$ cat src/rtl/mbf_pkg.sv
package mbf_pkg;
  // Register addresses on the device control port
  localparam logic [7:0] FAULT_POWERDOWN_SELECT_ADDR = 8'h3a;
  localparam logic [7:0] MIC_SUPPLY_CONFIG_ADDR      = 8'h3b;
  // Reset values
  localparam logic [7:0] FAULT_POWERDOWN_SELECT_RST  = 8'h10;
  localparam logic [7:0] MIC_SUPPLY_CONFIG_RST       = 8'hd0;
  // Writable bit masks (read-only reserved bits stay zero)
  localparam logic [7:0] FAULT_POWERDOWN_SELECT_WMASK = 8'hf8;
  localparam logic [7:0] MIC_SUPPLY_CONFIG_WMASK      = 8'hf3;
  // Field positions in fault_powerdown_select
  localparam int SLOT1_BIT = 7;
  localparam int SLOT2_BIT = 6;
  localparam int SLOT3_BIT = 5;
  localparam int SLOT4_BIT = 4;
  // Field position of the supply level code
  localparam int LEVEL_LSB = 4;
  localparam int LEVEL_MSB = 7;
  // Fault shutdown mode codes
  localparam logic [1:0] SHUTDOWN_MODE_ONE = 2'h1;
  localparam logic [1:0] SHUTDOWN_MODE_TWO = 2'h2;
  // Fault vector positions
  localparam int FLT_LOW_CURR  = 0;
  localparam int FLT_HIGH_CURR = 1;
  localparam int FLT_OVER_VOLT = 2;
  localparam int FLT_OVER_TEMP = 3;
  // Level codes with defined voltages (7.5 V, 8 V, 8.5 V, 9 V)
  localparam logic [3:0] LEVEL_CODE_7V5 = 4'hc;
  localparam logic [3:0] LEVEL_CODE_9V0 = 4'hf;
endpackage

$ cat src/rtl/mbf_slot_map.sv
`timescale 1ns/100ps
// Maps four fault types onto the four slots according to the shutdown mode
module mbf_slot_map
  import mbf_pkg::*;
(
  input  wire logic [1:0] shutdownMode,  // Fault shutdown mode code
  input  wire logic [3:0] faultIn,       // Fault flags by fault type
  output logic      [3:0] slotFault      // Fault per slot, index 0 is slot 1
);
  // Selection per mode; unknown modes yield no slot fault
  always_comb begin
    slotFault = 4'h0;
    unique case (shutdownMode)
      SHUTDOWN_MODE_ONE: begin
        slotFault[0] = faultIn[FLT_LOW_CURR];
        slotFault[1] = faultIn[FLT_OVER_VOLT];
        slotFault[2] = faultIn[FLT_OVER_TEMP];
        slotFault[3] = faultIn[FLT_HIGH_CURR];
      end
      SHUTDOWN_MODE_TWO: begin
        slotFault[0] = faultIn[FLT_HIGH_CURR];
        slotFault[1] = faultIn[FLT_LOW_CURR];
        slotFault[2] = faultIn[FLT_OVER_VOLT];
        slotFault[3] = faultIn[FLT_OVER_TEMP];
      end
      default: begin
        slotFault = 4'h0;
      end
    endcase
  end
endmodule

$ cat src/rtl/mbf_fault_cfg.sv
`timescale 1ns/100ps
module mbf_fault_cfg
  import mbf_pkg::*;
(
  input  wire logic       clk,            // System clock, 40 MHz
  input  wire logic       rst_n,          // Asynchronous reset, active low
  input  wire logic       clkEn,          // Freezes all state while low
  input  wire logic       regWrite,       // Control port write strobe
  input  wire logic [7:0] regAddr,        // Control port register address
  input  wire logic [7:0] regWdata,       // Control port write data
  output logic      [7:0] regRdata,       // Read data for regAddr, registered
  input  wire logic [1:0] shutdownMode,   // Fault shutdown mode from its own register
  input  wire logic [3:0] faultIn,        // Detected faults by type
  output logic            supplyOff,      // Powers down the mic supply
  output logic            adcOff,         // Powers down all ADC channels
  output logic      [3:0] supplyLevel,    // Mic supply level code
  output logic            levelDefined    // Code lies in the 7.5 V to 9 V range
);
  logic [7:0] faultSel_reg;     // Fault powerdown select register
  logic [7:0] faultSel_next;
  logic [7:0] supplyCfg_reg;    // Mic supply config register
  logic [7:0] supplyCfg_next;
  logic [7:0] rdata_reg;        // Registered read data
  logic [7:0] rdata_next;
  logic       off_reg;          // Registered powerdown request
  logic       off_next;
  logic [3:0] slotFault;        // Faults routed to slots
  logic [3:0] slotEn;           // Slot enables, index 0 is slot 1

  // Slot routing depends on the shutdown mode
  mbf_slot_map u_map (
    .shutdownMode (shutdownMode),
    .faultIn      (faultIn),
    .slotFault    (slotFault)
  );

  // Enables gathered in slot order
  assign slotEn = {faultSel_reg[SLOT4_BIT], faultSel_reg[SLOT3_BIT],
                   faultSel_reg[SLOT2_BIT], faultSel_reg[SLOT1_BIT]};

  // Register writes; read-only reserved bits are masked to zero
  always_comb begin
    faultSel_next  = faultSel_reg;
    supplyCfg_next = supplyCfg_reg;
    if (regWrite) begin
      if (regAddr == FAULT_POWERDOWN_SELECT_ADDR) begin
        faultSel_next = regWdata & FAULT_POWERDOWN_SELECT_WMASK;
      end
      if (regAddr == MIC_SUPPLY_CONFIG_ADDR) begin
        supplyCfg_next = regWdata & MIC_SUPPLY_CONFIG_WMASK;
      end
    end
  end

  // Read mux; unmapped addresses read zero
  always_comb begin
    unique case (regAddr)
      FAULT_POWERDOWN_SELECT_ADDR: rdata_next = faultSel_reg;
      MIC_SUPPLY_CONFIG_ADDR:      rdata_next = supplyCfg_reg;
      default:                     rdata_next = 8'h00;
    endcase
  end

  // Powerdown only for an enabled slot with its fault present
  always_comb begin
    off_next = |(slotEn & slotFault);
  end

  // State registers; reset values give slot 4 on, others off
  always_ff @(posedge clk or negedge rst_n) begin
    if (!rst_n) begin
      faultSel_reg  <= FAULT_POWERDOWN_SELECT_RST;
      supplyCfg_reg <= MIC_SUPPLY_CONFIG_RST;
      rdata_reg     <= 8'h00;
      off_reg       <= 1'b0;
    end else if (clkEn) begin
      faultSel_reg  <= faultSel_next;
      supplyCfg_reg <= supplyCfg_next;
      rdata_reg     <= rdata_next;
      off_reg       <= off_next;
    end
  end

  // Outputs; supply and ADCs share one request by design
  assign regRdata     = rdata_reg;
  assign supplyOff    = off_reg;
  assign adcOff       = off_reg;
  assign supplyLevel  = supplyCfg_reg[LEVEL_MSB:LEVEL_LSB];
  // Codes 12..15 map to 7.5, 8, 8.5, 9 V in the analog supply
  assign levelDefined = (supplyLevel >= LEVEL_CODE_7V5) &&
                        (supplyLevel <= LEVEL_CODE_9V0);
endmodule

$ cat config.mk
export PLATFORM = sky130hd
export DESIGN_NAME = mbf_fault_cfg
export DESIGN_NICKNAME = d
export VERILOG_FILES = /design/src/rtl/mbf_pkg.sv /design/src/rtl/mbf_slot_map.sv /design/src/rtl/mbf_fault_cfg.sv
export SDC_FILE = /design/constraint.sdc
export NUM_CORES = 1
export LEC_CHECK = 0
export ABC_AREA = 1
export BUFFER_PORTS_ARGS = -buffer_cell sky130_fd_sc_hd__clkbuf_2
export CAP_MARGIN = 20
export CORE_MARGIN = 4
export CORE_UTILIZATION = 48
export CTS_CLUSTER_DIAMETER = 30
export DETAILED_ROUTE_END_ITERATION = 8
export PLACE_DENSITY = 0.78
export SETUP_SLACK_MARGIN = 0.4
export SLEW_MARGIN = 20
export SYNTH_ARGS = -nofsm -noshare
export SYNTH_HDL_FRONTEND = slang
export SYNTH_SLANG_ARGS = --single-unit
$ cat constraint.sdc
create_clock -name clk -period 1.1 [get_ports clk]
set_input_delay 0.22 -clock clk [delete_from_list [all_inputs] [get_ports clk]]
set_output_delay 0.22 -clock clk [all_outputs]
set_load 0.005 [all_outputs]
# Word level (Yosys, flattened, before mapping)

Index checks and enable logic that the tools add are counted.

Shift operators: 0
Bitwise operators: 1
Multiply operators: 0
Add/sub/neg operators: 0
Div/mod/pow operators: 0
Mux-type cells: 2
Reductions and logical operators: 4
Eq/ne operators: 4
$lt $le $gt $ge: 2

Operators by type and width:

| kind               | count |
|---|---|
| $eq 8x6->1 const B | 2 |
| $pmux 8 s2         | 1 |
| $pmux 4 s2         | 1 |
| $reduce_and 3->1   | 2 |
| $and 4x4->4        | 1 |
| $ge 4x4->1 const B | 1 |
| $le 4x4->1 const B | 1 |
| $reduce_or 4->1    | 1 |
| $eq 2x1->1 const B | 1 |
| $eq 2x2->1 const B | 1 |
| $logic_and 1x1->1  | 1 |

Memories: 0
Flip-flop bits (word level): 20
Bits in latches: 0
RAM bits: 0
Bits in read-only memories: 0

# Longest topological paths before layout

Word-level depth: 4
Gate-level depth with buffers: 8

# Cells and area by module

From an unflattened synthesis, not the netlist that was laid out.

Cells, all modules: 135
Area total of the unflattened synthesis: 1,088.5 µm²

Modules (own cells, without submodules):

| module        | times used | cells each | area each (µm²) | seq. area each (µm²) |
|---|---|---|---|---|
| mbf_fault_cfg | 1          | 119        | 1,006.0         | 480.5 |
| mbf_slot_map  | 1          | 16         | 82.6            | 0.0 |

# Worst setup path after synthesis

No wires, ideal clock.

Path type: input-to-reg
Start: input port shutdownMode[0]
End: register off_reg (netlist: adcOff)
Library setup time: 123 ps
Stages: 8
Arrival: 831 ps
Path slack: 146 ps
Path buffers: 0
Cells stage by stage: inv_1 -> ha_1 -> nand2_1 -> nand2_1 -> nand2_1 -> nand2_1 -> o21ai_0 -> nand2_1

Longest elaborated chain between the ends: 4

Ends and longest elaborated chain:

| item                                            | line                | text |
|---|---|---|
| start: declaration                              | mbf_fault_cfg.sv:12 | `input wire logic [1:0] shutdownMode,` |
| $eq 2x2->1 / $eq 2x1->1 (equally long branches) | mbf_slot_map.sv:13  | `unique case (shutdownMode)` |
| $pmux 4 s2 *                                    | mbf_slot_map.sv:13  |  |
| $and 4x4->4 *                                   | mbf_fault_cfg.sv:66 | `off_next = \|(slotEn & slotFault);` |
| $reduce_or 4->1 *                               | mbf_fault_cfg.sv:66 |  |
| end signal: assignment                          | mbf_fault_cfg.sv:80 | `off_reg <= off_next;` |
| end: declaration                                | mbf_fault_cfg.sv:25 | `logic off_reg;` |

Mark *: on every way between the ends. The rest lies on a longest branch, timed or not.
A chain may end at the register's enable or synchronous reset.

# Worst setup path in the final report

Start: register supplyCfg_reg[7]
End: output port levelDefined

Longest elaborated chain between the ends: 2

Ends and longest elaborated chain:

| item                                            | line                                     | text |
|---|---|---|
| start: declaration                              | mbf_fault_cfg.sv:21                      | `logic [7:0] supplyCfg_reg;` |
| start signal: assignment                        | mbf_fault_cfg.sv:78                      | `supplyCfg_reg <= supplyCfg_next;` |
| $ge 4x4->1 / $le 4x4->1 (equally long branches) | mbf_fault_cfg.sv:90, mbf_fault_cfg.sv:91 |  |
| $logic_and 1x1->1 *                             | mbf_fault_cfg.sv:90                      | `assign levelDefined = (supplyLevel >= LEVEL_CODE_7V5) &&` |
| end: declaration                                | mbf_fault_cfg.sv:17                      | `output logic levelDefined` |

Marks and branches as above.

==> reports/results.ini <==
[global_routing]
grt_max_degree = 20
grt_pass1_vias = 1012
grt_pass1_wl_um = 4180
track_usage_pct = 16.3
grtUsageMet1_pct = 19.9
grtUsageMet3_pct = 2.32
antenna_found_initial = 0
overflow = 0
grtUsageMet2_pct = 30.7
busiest_layer = met2

[synthesis]
netlist_instances = 140
synth_area_leaders = dfrtp_1 (34%), nand2_1 (23%), dfstp_2 (9.5%)
synth-seq-cells = 19
ys_seq_area_share_pct = 43.2
async_reset_ff_share_pct = 100
synth-warning-count = 0
synth_edf_count = 0
synthDistinctLibCells = 18
yosysMostFrequentCell = nand2_1
synth_top_area_share_pct = 33.8
syn-num-nets = 168
ys.flop_type = dfrtp_1
synthesis.area_sq_um = 1110
avgSynthCellArea_sq_um = 7.94
yosys-top-cells-count = nand2_1 (67), dfrtp_1 (15), o21ai_1 (13)
synth_top_cell_by_area = dfrtp_1

[cts]
numCtsBuffers = 3
clockBufferDepth = 2
clockRootBuffer = clkbuf_4
cts_max_level = 1
clkLatencyLatePin_ns = 0.29
cts_tree = yes
cts.clk_slew.worst_paths_ns = 0.12
clock_sinks = 19

[finish]
fin_area_sq_um = 1760
drive_gt1_share_pct = 52.8
fillers = 148
largest_reg_flops = 7
ff_latch_area_sq_um = 480
fin_nets = 224
area_growth_syn_to_layout_pct = 58.2
stdcell_count = 223
multi_input_area_sq_um = 687
diodes = 0

[floorplan]
die_width_um = 56.1
fp.dieH_um = 56.1
initial_core_util_pct = 50.2
rows = 17
pin_count = 41
coreArea_sq_um = 2210
dieArea_sq_um = 3150

[sta]
hold-worst-slack_ns = -0.153
finalClockSkew_ns = 0.0136
slew_viol_final = 0
rsz0062_at_grt = true
clock.fmax_mhz = 784
fin_crit_ns = 1.28
setup_viol = 4
layout_setup_ws_ns = -0.175
timing.setup.tns_ns = -0.405
period_share_pct = 116
hold_viol = 15

[detailed_routing]
post_drt_wl_per_cell_um = 13.6
dr.pass1.iters = 4
via_per_inst = 4.91
drc_errors = 0
ant_nets = 0
drtIter0Drc = 26
finalWirelength_um = 3020
vias = 1095

[pwr]
peakVddDrop_mv = 0.932
powerDensity_nw_per_um2 = 760
p_leak_nw = 0.968

[critical_path]
cp.arrival_ns = 1.06
cp.required_ns = 0.88
crit_type = reg2out
worst_setup_path_start_kind = flip-flop
crit_path_max_fanout = 3
cp-end-kind = output port

[placed_design]
place_inst = 201
gp_congestion = 0.806
io_buffers = 38
dp_hpwl_um = 1860
place_area_sq_um = 1370

[worst_hold_path]
hold_path_class = in2async

[outcome]
violations = negative hold slack, negative setup slack
outcome = complete, but fails checks

[job]
maxCapViolCount = 0

repair_timing:
item                                   4_1_cts  5_1_grt
resized for setup                           22       23
endpoints found under the hold margin       15       15
buffers inserted                             7       10
setup endpoints to repair                   33       33
gates cloned                                 1        0
pin swaps                                   19       20
power breakdown:
| group | internal, W | switching (W) |
|---|---|---|
| Sequential | 0.000713 | 0.0000103 |
| Combinational | 0.000121 | 0.000144 |
| Clock | 0.000135 | 0.000213 |
| Total | 0.000970 | 0.000367 |
cells in the final DEF, fill, tap and decap left out, types with 4 or more instances in the layout:
cell / count
nand2_1: 60
nand3_1: 5
nand2_2: 8
buf_6: 8
nand2_8: 6
o21ai_2: 9
clkbuf_2: 32
buf_4: 9
o21ai_1: 6
inv_1: 4
dfrtp_1: 15
dfstp_2: 4
cell families after synthesis:
| logic type | after synthesis | synth area share (%) |
|---|---|---|
| adder cells (fa/ha/maj) | 2 | 2.25 |
| AO/OA/AOI/OAI | 15 | 6.76 |
| other | 1 | 0.338 |
| AND/OR/NAND/NOR | 87 | 39.5 |
| flip-flops | 19 | 43.2 |
| buffers and inverters | 16 | 7.88 |
cell type report:
class	count	area share, %
inverter	8	3.99
timing repair buffer	58	26.0
multi-input combinational	106	39.1
clock buffer	3	1.28
sequential	19	27.3
clock inverter	1	0.285
tap	28	1.99
final timing paths:
| check | from | end | slack [ns] | depth (start not counted) |
|---|---|---|---|---|
| setup reg to reg | supplyCfg_reg[7] | regRdata[7] | 0.04 | 6 |
| min in group clk | regWdata[0] | supplyCfg_reg[0] | 0.11 | 3 |
| hold / removal | rst_n | regRdata[7] | -0.15 | 1 |
| max in group asynchronous | rst_n | supplyCfg_reg[7] | 0.90 | 1 |
| hold reg to reg | regRdata[4] | regRdata[4] | 0.50 | 2 |
| setup / recovery | supplyCfg_reg[7] | levelDefined | -0.18 | 3 |
metrics by stage:
| stage | util, % | setup WS (ns) | power, W |
|---|---|---|---|
| 6_report | 79.5 | -0.175 | 0.00134 |
| 5_1_grt | 79.5 | -0.222 | 0.00139 |
| 4_1_cts | 71.6 | -0.163 | 0.00131 |
| 3_5_place_dp | 61.9 | -0.0634 | 0.000929 |
| 3_3_place_gp | 61.9 | -0.0396 | 0.000921 |
| 2_1_floorplan | - | 0.184 | 0.000851 |
routing by layer:
metal	vias to the layer above	part of all wire [%]
li1	548	-
met1	498	38
met2	43	55
met3	6	4.5
met4	0	1.7
met5	-	0
critical path, cell delays in order (launching register included):
cell and delay [ns]:
dfstp_2 0.56, nand2_1 0.05, inv_1 0.05, clkbuf_2 0.11
(Power assumes the default switching activity.)
